[config.mk]
export PLATFORM = sky130hd
export DESIGN_NAME = isf_format
export DESIGN_NICKNAME = d
export VERILOG_FILES = /design/src/design/isf_format.v /design/src/design/isf_arith.v
export VERILOG_INCLUDE_DIRS = /design/src /design/src/design
export SDC_FILE = /design/constraint.sdc
export NUM_CORES = 2
export LEC_CHECK = 0
export BUFFER_PORTS_ARGS = -buffer_cell sky130_fd_sc_hd__buf_2
export CAP_MARGIN = 40
export CELL_PAD_IN_SITES_DETAIL_PLACEMENT = 1
export CELL_PAD_IN_SITES_GLOBAL_PLACEMENT = 1
export CORE_ASPECT_RATIO = 1.75
export CORE_UTILIZATION = 42
export CTS_BUF_LIST = sky130_fd_sc_hd__clkbuf_2 sky130_fd_sc_hd__clkbuf_4 sky130_fd_sc_hd__clkbuf_8
export CTS_CLUSTER_DIAMETER = 60
export DETAILED_ROUTE_END_ITERATION = 10
export PLACE_DENSITY_LB_ADDON = 0.1
export SYNTH_ARGS = -nofsm -noshare
export SYNTH_HDL_FRONTEND = slang
export SYNTH_HIERARCHICAL = 1
export SYNTH_SLANG_ARGS = --single-unit
[constraint.sdc]
create_clock -name clk -period 24.7 [get_ports clk]
set_clock_uncertainty 0.15 [all_clocks]
set_input_delay 4.94 -clock clk [delete_from_list [all_inputs] [get_ports clk]]
set_output_delay 4.94 -clock clk [all_outputs]
set_load 0.02 [all_outputs]
[src/design/isf_consts.vh]
// Purpose: Shared constants for the integer and numeric string format block
// Assumes: Included by design files by bare name
// Notes: Definitions only, no logic
`ifndef ISF_CONSTS_VH
`define ISF_CONSTS_VH

// Command codes
`define ISF_OP_INT 3'h0
`define ISF_OP_DEC 3'h1
`define ISF_OP_ENC 3'h2
`define ISF_OP_ARITH 3'h3

// Operand size codes, bytes = 1 << code
`define ISF_SZ_BYTE 3'h0
`define ISF_SZ_WORD 3'h1
`define ISF_SZ_LONG 3'h2
`define ISF_SZ_QUAD 3'h3
`define ISF_SZ_OCTA 3'h4

// Sign bit positions per size
`define ISF_TOP_BYTE 7'h07
`define ISF_TOP_WORD 7'h0F
`define ISF_TOP_LONG 7'h1F
`define ISF_TOP_QUAD 7'h3F
`define ISF_TOP_OCTA 7'h7F

// Leading sign string encodings
`define ISF_SIGN_PLUS 8'h2B
`define ISF_SIGN_BLANK 8'h20
`define ISF_SIGN_MINUS 8'h2D
`define ISF_DIGIT_LO 8'h30
`define ISF_DIGIT_HI 8'h39
`define ISF_DIGIT_ZONE 4'h3
`define ISF_DIGIT_MAX 4'h9
`define ISF_MAX_DIGITS 6'h1F

`endif

[src/design/isf_format.v]
// Purpose: Operand format unit: integer loads, leading sign decimal strings
// Assumes: Byte memory port on the same clock, one transfer per req and ack cycle
// Notes: Octaword width holds any 31 digit decimal value without overflow
`timescale 1ns/1ns
`include "isf_consts.vh"

module isf_format (
  input wire clk,
  input wire sys_rst,
  input wire cmd_valid,
  input wire [2:0] cmd_op,
  input wire [2:0] cmd_size,
  input wire cmd_signed,
  input wire cmd_sub,
  input wire [31:0] cmd_addr,
  input wire [5:0] cmd_len,
  input wire cmd_neg,
  input wire [123:0] cmd_bcd,
  input wire [31:0] cmd_a,
  input wire [31:0] cmd_b,
  input wire mem_ack,
  input wire [7:0] mem_rdata,
  output reg busy,
  output reg done,
  output reg inv_err,
  output reg res_neg,
  output reg res_ovf,
  output reg res_lt,
  output reg res_eq,
  output reg [127:0] result,
  output reg mem_req,
  output reg mem_we,
  output reg [31:0] mem_addr,
  output reg [7:0] mem_wdata
);

  localparam ST_IDLE = 3'h0;
  localparam ST_RD_INT = 3'h1;
  localparam ST_RD_SIGN = 3'h2;
  localparam ST_RD_DIG = 3'h3;
  localparam ST_WR_SIGN = 3'h4;
  localparam ST_WR_DIG = 3'h5;
  localparam ST_FIN = 3'h6;

  reg [2:0] state;
  reg [2:0] op;
  reg [2:0] size;
  reg sgn;
  reg neg;
  reg [5:0] remain;
  reg [3:0] idx;
  reg [127:0] acc;
  reg [123:0] bcd;

  wire [31:0] ar_sum;
  wire ar_err;
  wire ar_lt;
  wire ar_eq;

  // Byte, word and longword add, subtract and compare
  isf_arith u_arith (
    .a(cmd_a),
    .b(cmd_b),
    .size(cmd_size[1:0]),
    .is_signed(cmd_signed),
    .sub(cmd_sub),
    .sum(ar_sum),
    .range_err(ar_err),
    .lt(ar_lt),
    .eq(ar_eq)
  );

  // Sign bit position for the latched size, byte count for the command size
  reg [6:0] top;
  reg [5:0] nbytes;
  always @* begin
    case (size)
      `ISF_SZ_BYTE: top = `ISF_TOP_BYTE;
      `ISF_SZ_WORD: top = `ISF_TOP_WORD;
      `ISF_SZ_LONG: top = `ISF_TOP_LONG;
      `ISF_SZ_QUAD: top = `ISF_TOP_QUAD;
      default: top = `ISF_TOP_OCTA;
    endcase
  end

  always @* begin
    case (cmd_size)
      `ISF_SZ_BYTE: nbytes = 6'h01;
      `ISF_SZ_WORD: nbytes = 6'h02;
      `ISF_SZ_LONG: nbytes = 6'h04;
      `ISF_SZ_QUAD: nbytes = 6'h08;
      default: nbytes = 6'h10;
    endcase
  end

  // Extension of the loaded integer to full width
  reg [127:0] next_ext;
  reg ext_sign;
  integer i;
  always @* begin
    ext_sign = sgn & acc[top];
    for (i = 0; i < 128; i = i + 1) begin
      next_ext[i] = (i <= top) ? acc[i] : ext_sign;
    end
  end

  // Digit check on the command word, only within the given count
  reg bcd_bad;
  integer j;
  always @* begin
    bcd_bad = 1'b0;
    for (j = 0; j < 31; j = j + 1) begin
      if ((j < cmd_len) && (cmd_bcd[j*4 +: 4] > `ISF_DIGIT_MAX)) begin
        bcd_bad = 1'b1;
      end
    end
  end

  // Next digit to write, most significant first
  wire [5:0] dig_sel = (state == ST_WR_SIGN) ? (remain - 6'h01) : (remain - 6'h02);
  wire [123:0] bcd_shift = bcd >> {dig_sel, 2'b00};
  wire [7:0] next_digit = {`ISF_DIGIT_ZONE, bcd_shift[3:0]};

  // Read byte checks
  wire sign_pos = (mem_rdata == `ISF_SIGN_PLUS) || (mem_rdata == `ISF_SIGN_BLANK);
  wire sign_neg = (mem_rdata == `ISF_SIGN_MINUS);
  wire dig_ok = (mem_rdata >= `ISF_DIGIT_LO) && (mem_rdata <= `ISF_DIGIT_HI);
  wire [127:0] acc_x10 = (acc << 3) + (acc << 1);
  wire [127:0] next_acc_dig = acc_x10 + {124'h0, mem_rdata[3:0]};
  wire [127:0] next_acc_int = acc | ({120'h0, mem_rdata} << {idx, 3'b000});
  wire [127:0] neg_acc = ~acc + 128'h1;

  // Sequencer; an error ends the command at once with a zero result
  always @(posedge clk or posedge sys_rst) begin
    if (sys_rst) begin
      state <= ST_IDLE;
      op <= 3'h0;
      size <= 3'h0;
      sgn <= 1'b0;
      neg <= 1'b0;
      remain <= 6'h0;
      idx <= 4'h0;
      acc <= 128'h0;
      bcd <= 124'h0;
      busy <= 1'b0;
      done <= 1'b0;
      inv_err <= 1'b0;
      res_neg <= 1'b0;
      res_ovf <= 1'b0;
      res_lt <= 1'b0;
      res_eq <= 1'b0;
      result <= 128'h0;
      mem_req <= 1'b0;
      mem_we <= 1'b0;
      mem_addr <= 32'h0;
      mem_wdata <= 8'h0;
    end else begin
      done <= 1'b0;
      case (state)
        ST_IDLE: begin
          if (cmd_valid) begin
            op <= cmd_op;
            size <= cmd_size;
            sgn <= cmd_signed;
            neg <= cmd_neg;
            bcd <= cmd_bcd;
            acc <= 128'h0;
            idx <= 4'h0;
            mem_addr <= cmd_addr;
            inv_err <= 1'b0;
            res_neg <= 1'b0;
            res_ovf <= 1'b0;
            res_lt <= 1'b0;
            res_eq <= 1'b0;
            result <= 128'h0;
            case (cmd_op)
              `ISF_OP_INT: begin
                if (cmd_size > `ISF_SZ_OCTA) begin
                  inv_err <= 1'b1;
                  done <= 1'b1;
                end else begin
                  remain <= nbytes;
                  busy <= 1'b1;
                  mem_req <= 1'b1;
                  mem_we <= 1'b0;
                  state <= ST_RD_INT;
                end
              end
              `ISF_OP_DEC: begin
                if (cmd_len > `ISF_MAX_DIGITS) begin
                  inv_err <= 1'b1;
                  done <= 1'b1;
                end else begin
                  remain <= cmd_len;
                  busy <= 1'b1;
                  mem_req <= 1'b1;
                  mem_we <= 1'b0;
                  state <= ST_RD_SIGN;
                end
              end
              `ISF_OP_ENC: begin
                if ((cmd_len > `ISF_MAX_DIGITS) || bcd_bad) begin
                  inv_err <= 1'b1;
                  done <= 1'b1;
                end else begin
                  remain <= cmd_len;
                  busy <= 1'b1;
                  mem_req <= 1'b1;
                  mem_we <= 1'b1;
                  mem_wdata <= cmd_neg ? `ISF_SIGN_MINUS : `ISF_SIGN_PLUS;
                  state <= ST_WR_SIGN;
                end
              end
              `ISF_OP_ARITH: begin
                done <= 1'b1;
                if (cmd_size > `ISF_SZ_LONG) begin
                  inv_err <= 1'b1;
                end else begin
                  result <= {96'h0, ar_sum};
                  res_ovf <= ar_err;
                  res_lt <= ar_lt;
                  res_eq <= ar_eq;
                  res_neg <= cmd_signed & ar_lt;
                end
              end
              default: begin
                inv_err <= 1'b1;
                done <= 1'b1;
              end
            endcase
          end
        end
        ST_RD_INT: begin
          if (mem_ack) begin
            acc <= next_acc_int;
            idx <= idx + 4'h1;
            remain <= remain - 6'h01;
            if (remain == 6'h01) begin
              mem_req <= 1'b0;
              state <= ST_FIN;
            end else begin
              mem_addr <= mem_addr + 32'h1;
            end
          end
        end
        ST_RD_SIGN: begin
          if (mem_ack) begin
            neg <= sign_neg;
            if (!sign_pos && !sign_neg) begin
              mem_req <= 1'b0;
              inv_err <= 1'b1;
              done <= 1'b1;
              busy <= 1'b0;
              state <= ST_IDLE;
            end else if (remain == 6'h00) begin
              mem_req <= 1'b0;
              state <= ST_FIN;
            end else begin
              mem_addr <= mem_addr + 32'h1;
              state <= ST_RD_DIG;
            end
          end
        end
        ST_RD_DIG: begin
          if (mem_ack) begin
            if (!dig_ok) begin
              mem_req <= 1'b0;
              inv_err <= 1'b1;
              done <= 1'b1;
              busy <= 1'b0;
              state <= ST_IDLE;
            end else begin
              acc <= next_acc_dig;
              remain <= remain - 6'h01;
              if (remain == 6'h01) begin
                mem_req <= 1'b0;
                state <= ST_FIN;
              end else begin
                mem_addr <= mem_addr + 32'h1;
              end
            end
          end
        end
        ST_WR_SIGN: begin
          if (mem_ack) begin
            if (remain == 6'h00) begin
              mem_req <= 1'b0;
              mem_we <= 1'b0;
              state <= ST_FIN;
            end else begin
              mem_addr <= mem_addr + 32'h1;
              mem_wdata <= next_digit;
              state <= ST_WR_DIG;
            end
          end
        end
        ST_WR_DIG: begin
          if (mem_ack) begin
            remain <= remain - 6'h01;
            if (remain == 6'h01) begin
              mem_req <= 1'b0;
              mem_we <= 1'b0;
              state <= ST_FIN;
            end else begin
              mem_addr <= mem_addr + 32'h1;
              mem_wdata <= next_digit;
            end
          end
        end
        ST_FIN: begin
          busy <= 1'b0;
          done <= 1'b1;
          state <= ST_IDLE;
          if (op == `ISF_OP_INT) begin
            result <= next_ext;
            res_neg <= ext_sign;
          end else if (op == `ISF_OP_DEC) begin
            result <= neg ? neg_acc : acc;
            res_neg <= neg;
          end else begin
            res_neg <= neg;
          end
        end
        default: begin
          busy <= 1'b0;
          mem_req <= 1'b0;
          state <= ST_IDLE;
        end
      endcase
    end
  end

endmodule

[src/design/isf_arith.v]
// Purpose: Add, subtract and compare on byte, word and longword operands
// Assumes: Purely combinational, registered by the caller
// Notes: Operands are extended to 34 bits so one adder serves both views
`timescale 1ns/1ns
`include "isf_consts.vh"

module isf_arith (
  input wire [31:0] a,
  input wire [31:0] b,
  input wire [1:0] size,
  input wire is_signed,
  input wire sub,
  output reg [31:0] sum,
  output reg range_err,
  output reg lt,
  output reg eq
);

  // Sign or zero extension of the low operand bits
  function [33:0] ext34;
    input [31:0] v;
    input [1:0] sz;
    input s;
    begin
      case (sz)
        2'h0: ext34 = {{26{s & v[7]}}, v[7:0]};
        2'h1: ext34 = {{18{s & v[15]}}, v[15:0]};
        default: ext34 = {{2{s & v[31]}}, v[31:0]};
      endcase
    end
  endfunction

  reg [33:0] ea;
  reg [33:0] eb;
  reg [33:0] full;
  reg [33:0] zx;

  // Exact result, then check it fits the chosen view
  always @* begin
    ea = ext34(a, size, is_signed);
    eb = ext34(b, size, is_signed);
    full = sub ? (ea - eb) : (ea + eb);
    zx = ext34(full[31:0], size, 1'b0); // Keeps only the bits of the chosen size
    sum = zx[31:0];
    range_err = (full != ext34(full[31:0], size, is_signed));
    lt = full[33];
    eq = (full == 34'h0);
  end

endmodule

* Word level (Yosys, flattened, before mapping) *
Index checks and enable logic that the tools add are counted.

storage, ports and cells
  flip-flop bits (word level) = 450
  input port bits = 247
  output and inout bits = 177
  word-level logic and storage cells = 641

cells by class
  $add $sub $neg = 9
  magnitude comparators = 195
  equality and inequality tests = 44
  shifts and indexed selects = 2
  mux-type cells = 286
  bitwise logic cells = 15
  reduce and logical (&&, ||, !) cells = 69

operators with widths
  operator                                             number
  two-way mux 128 bit                                  8
  <= comparator 7 bit (first input constant)           64
  case mux 128 bit (3 select lines)                    1
  two-way mux 32 bit                                   11
  case mux 128 bit (2 select lines)                    1
  <= comparator 6 x 7 -> 1 bit (first input constant)  32
  two-way mux 1 bit                                    208
  case mux 34 bit (2 select lines)                     3
  case mux 32 bit (5 select lines)                     1
  adder 128 x 1 -> 128 bit (second input constant)     1
  adder 128 bit                                        1
  adder 128 x 4 -> 128 bit                             1
  NOT 128 bit                                          1
  OR 128 bit                                           1
  left shift 8 x 7 -> 128 bit                          1
  > comparator 4 bit (second input constant)           31
  >> shifter 124 x 8 -> 4 bit                          1
  <= comparator 5 x 7 -> 1 bit (first input constant)  16
  < comparator 5 x 6 -> 1 bit (first input constant)   15
  case mux 32 bit (2 select lines)                     1
  <= comparator 4 x 7 -> 1 bit (first input constant)  8
  two-way mux 8 bit                                    7
  < comparator 4 x 6 -> 1 bit (first input constant)   8
  two-way mux 6 bit                                    8
  other kinds (66)                                     190

* Logic depth before layout (Yosys ltp) *
  depth in word-level cells = 38
  gate-level depth with buffers = 24
  depth with buffers taken out = 23

* Hierarchy *
Netlist, hierarchy kept.

modules (own cells, without submodules)
  module      times used  cells each  area an instance (µm²)  seq. area each (µm²)
  isf_format  1           4,280       34,290.4                11,210.8
  isf_arith   1           583         3,905.0                 0.0

* Worst setup path after synthesis *
No wires, ideal clock.

  path kind = input to register
  from = input port cmd_b[11]
  to = register res_eq
  library setup time = 0.066 ns
  data arrival time = 9.858 ns
  data required time = 24.484 ns
  slack = 14.626 ns
  stages on the path = 19
  path buffers = 1
  cells stage by stage = or4_1 > or3_1 > a2111oi_2 > nand2_1 > a21o_1 > nor2b_1 > xnor2_1 > ha_1 > clkbuf_1 > nand2_1 > o21ai_0 > o221ai_1 > a21oi_1 > o221ai_1 > a2111o_1 > or4_1 > or2_1 > nor4bb_1 > a22o_1

on the way
  longest elaborated chain between the ends = 6
  elaborated cells on any way between the ends = 7
  those cells by class = add/sub: 2; mux: 4; reduce/logical: 1

ends and longest elaborated chain
  what                                                      line              source
  start: declaration                                        isf_format.v:20   input wire [31:0] cmd_b,
  case mux 34 bit (2 select lines) *                        isf_arith.v:25    case (sz)
  adder 34 bit / subtractor 34 bit (equally long branches)  isf_arith.v:42    full = sub ? (ea - eb) : (ea + eb);
  two-way mux 34 bit *                                      isf_arith.v:42
  logical NOT 34 bit *                                      isf_arith.v:47    eq = (full == 34'h0);
  named net ar_eq                                           isf_format.v:58   wire ar_eq;
  two-way mux 1 bit *                                       isf_format.v:216  if (cmd_size > `ISF_SZ_LONG) begin
  two-way mux 1 bit *                                       isf_format.v:176  case (cmd_op)
  end signal: assignment                                    isf_format.v:222  res_eq <= ar_eq;
  end: declaration                                          isf_format.v:29   output reg res_eq,

Mark *: on every way through the listed nets, which the timed path passes. The rest lies on a longest branch.
A chain may end at the register's enable or synchronous reset.

* Final worst setup path *
  from = input port cmd_size[1]
  to = register res_eq

on the way
  longest elaborated chain between the ends = 7
  elaborated cells on any way between the ends = 11
  those cells by class = add/sub: 2; order compare: 1; eq/ne: 1; mux: 5; reduce/logical: 2

ends and longest elaborated chain
  what                                                                line              source
  start: declaration                                                  isf_format.v:12   input wire [2:0] cmd_size,
  == test 2 x 1 -> 1 bit / logical NOT 2 bit (equally long branches)  isf_arith.v:25
  case mux 34 bit (2 select lines)                                    isf_arith.v:25
  adder 34 bit / subtractor 34 bit (equally long branches)            isf_arith.v:42
  two-way mux 34 bit *                                                isf_arith.v:42
  logical NOT 34 bit *                                                isf_arith.v:47
  named net ar_eq                                                     isf_format.v:58
  two-way mux 1 bit *                                                 isf_format.v:216
  two-way mux 1 bit *                                                 isf_format.v:176

Marks and branches as above.

==> metrics.md <==
| Metric | Value |
|---|---|
| Synth area leaders | `dfrtp_1, ha_1, nand2_1` |
| Synthesized area | `38200 um2` |
| Total track usage | `37.9%` |
| Slew Limit Fails | `0` |
| Post-CTS setup buffers | `0` |
| Initial antenna violation count | `21` |
| Total gr overflow | `0` |
| Layout cell share with drive strength beyond 1 | `15.0%` |
| # clock sinks | `448` |
| Number of global-route vias before repair | `42.9k` |
| WL final | `177 mm` |
| Status | `completed` |
| Drt via density | `6.42` |
| Post-synth EDFFs | `0` |
| Latest clock arrival within the worst-skew pair | `0.80 ns` |
| CTS tree | `built` |
| Initial Utilization | `42.3%` |
| Util after Layout | `47.8%` |
| Pin count of the biggest net entering global routing | `149` |
| Post-layout min period | `10.63 ns` |
| Drt drc | `0` |
| Max FO, Critical Path | `71` |
| Most common cell after layout, fill and taps aside | `nand2_1` |
| RSZ-0062 raised after global routing | `no` |
| Die W | `230 um` |
| Post-Layout Inst Area | `43200 um2` |
| Gp weighted congestion | `0.972` |
| CTS resizes | `0` |
| # rows | `146` |
| Setup crit start kind | `input pin` |
| Post-detail-place hpwl | `139 mm` |
| Synth area leader | `dfrtp_1` |
| DRT antenna net count | `0` |
| P&R area growth vs syn | `13.0%` |
| Synth top area share | `29.4%` |
| I/O Buffers | `421` |
| Clock Path Buffers | `3` |
| Ys async rst share | `100%` |
| DR pass1 iterations | `6` |
| Die H | `401 um` |
| # H-tree levels | `3` |
| TritonCTS buffer count | `77` |
| CTS Root Cell | `clkbuf_8` |
| Unique masters post-synth | `112` |
| Final nets | `5686` |
| Fmax | `94.0 MHz` |
| CP Data Required Time | `25.27 ns` |
| Detailed Route Iter0 Violations | `2913` |
| Cts hold-fix bufs | `0` |
| Min-delay worst type | `reg -> reg` |
| Reg clk slew, reported paths | `0.07 ns` |
| Setup slack, reg-to-reg | `18.92 ns` |
| Via count | `41.1k` |
| Worst setup EP type | `register` |
| Setup CP Type | `in -> reg` |
| Number of synthesized register bits | `448` |
| Slew headroom | `35.6%` |
| Final setup fails | `0` |
| Leak | `20.5 nW` |
| Post-Syn Instances | `4863` |
| Critical path arrival | `11.21 ns` |
| Seq/Total Area, Yosys | `29.4%` |
| Slew at the pin closest to its max-slew limit | `0.954 ns` |
| I/O pins | `424` |
| Final hold vios | `0` |
| Die area | `92200 um2` |
| Peak VDD IR | `0.0761 mV` |
| Routed length per instance | `27.7 um` |
| Final Cycle Share | `43.1%` |
| Setup TNS Final | `0 ns` |
| Synth Area per Inst | `7.85 um2` |
| Dpl cell area | `41400 um2` |
| Most frequent cells in the layout | `nand2_1, a21oi_1, dfrtp_1, buf_2, o21ai_0` |
| Final hold slack | `0.322 ns` |
| Power, Total | `0.00437 W` |
| First-pass GRT wire length | `266 mm` |
| Max Cap Viol | `0` |
| Ys Warns | `6` |
| Power Dens Cells | `101 nW/um2` |
| Main synth FF type | `dfrtp_1` |
| CORE AREA | `90200 um2` |
-- through the flow --
stage	setup WS [ns]	cells
floorplan	7.12	4864
global placement	13.45	6214
detailed placement	13.40	6246
CTS	14.22	6383
global route	13.67	6390
finish	14.07	6394
-- where the power goes --
group / switching, W / internal (W) / leakage [nW]
Sequential: 0.000190 / 0.000919 / 5.87
Combinational: 0.00165 / 0.000827 / 13.7
Clock: 0.000373 / 0.000409 / 0.890
Total: 0.00221 / 0.00215 / 20.5
-- area by class of cell --
class | instances | area, um2
Clock inverter | 27 | 290
Sequential cell | 448 | 11200
Fill cell | 11300 | 47100
Clock buffer | 110 | 1410
Inverter | 75 | 289
Multi-Input combinational cell | 4036 | 25600
Tap cell | 1184 | 1480
Timing Repair Buffer | 504 | 2900
Antenna cell | 10 | 25.0
-- synth_stat cells (12+ instances only) --
cell type,instances
nand2b_1,45
o21bai_1,35
nand4_1,70
nor2_1,328
nand3_1,89
or3_1,43
ha_1,294
o31ai_1,53
mux2i_1,12
clkbuf_1,262
or4_1,25
a21oi_1,498
o211ai_1,37
a211oi_1,30
a211o_1,19
nor3_1,98
mux4_2,33
or2_2,32
o22ai_1,115
o21ai_0,392
nand2_1,837
inv_1,75
a31oi_1,81
a32oi_1,15
a22oi_1,24
a21boi_0,15
and2_1,43
dfrtp_1,448
and3_1,35
xor2_1,84
a21o_1,115
a22o_1,58
o21a_1,35
xnor2_1,113
nor4_1,34
o311ai_0,22
o41ai_1,23
buf_1,22
nor2b_1,25
a221oi_1,39
-- metal layers --
metal  vias to the layer above  track usage [%]  share of wire (%)
met1                     20300             39.9                 35
li1                      18500                -                  -
met4                        20             28.6                8.6
met3                       632             7.81                6.5
met5                         -                0              0.079
met2                      1595             66.0                 50
-- sequential cells by signal (all words and copies together), names as in the netlist --
name / flops
acc: 128
result: 128
bcd: 124
mem_addr: 32
mem_wdata: 6
remain: 6
idx: 4
op: 3
size: 3
state: 3
busy: 1
done: 1
inv_err: 1
mem_req: 1
mem_we: 1
neg: 1
res_eq: 1
res_lt: 1
res_neg: 1
res_ovf: 1
sgn: 1
-- cell families after synthesis --
logic type,Yosys count,share of synthesized area [%]
AOI/OAI and AO/OA,1710,28.3
xor gates and xnor gates,197,4.52
adders and majority gates,297,9.79
buffers and inverters,380,3.99
DFF,448,29.4
muxes,53,2.50
other,1,0.00982
and+or+nand+nor,1777,21.5
-- worst max-delay path: stages --
cell and delay, ns:
buf_2 0.07, buf_4 0.56, nor2_1 0.13, buf_4 0.23, o41a_1 0.35, a2111oi_2 0.64, nand2_1 0.22, a21o_1 0.27
nor2b_1 0.16, xnor2_1 0.17, ha_1 0.44, nand2_1 0.08, o21ai_0 0.40, o221ai_1 0.20, a21oi_1 0.45, o221ai_1 0.21
a2111o_1 0.44, or4_1 0.51, or2_1 0.24, nor4bb_1 0.28, a22o_1 0.17
-- worst paths after layout --
check / from / end / cells past startpoint
min reg2reg: result[114]$_DFFE_PP0P_ / result[114]$_DFFE_PP0P_ / 2
min in group asynchronous: sys_rst / result[5]$_DFFE_PP0P_ / 3
max in group asynchronous: sys_rst / acc[100]$_DFFE_PP0P_ / 7
min: result[114]$_DFFE_PP0P_ / result[114]$_DFFE_PP0P_ / 2
max reg2reg: acc[2]$_DFFE_PP0P_ / acc[126]$_DFFE_PP0P_ / 16
max: cmd_size[1] / res_eq$_DFFE_PP0P_ / 21
Note: power is estimated with default switching activity, not from simulation.
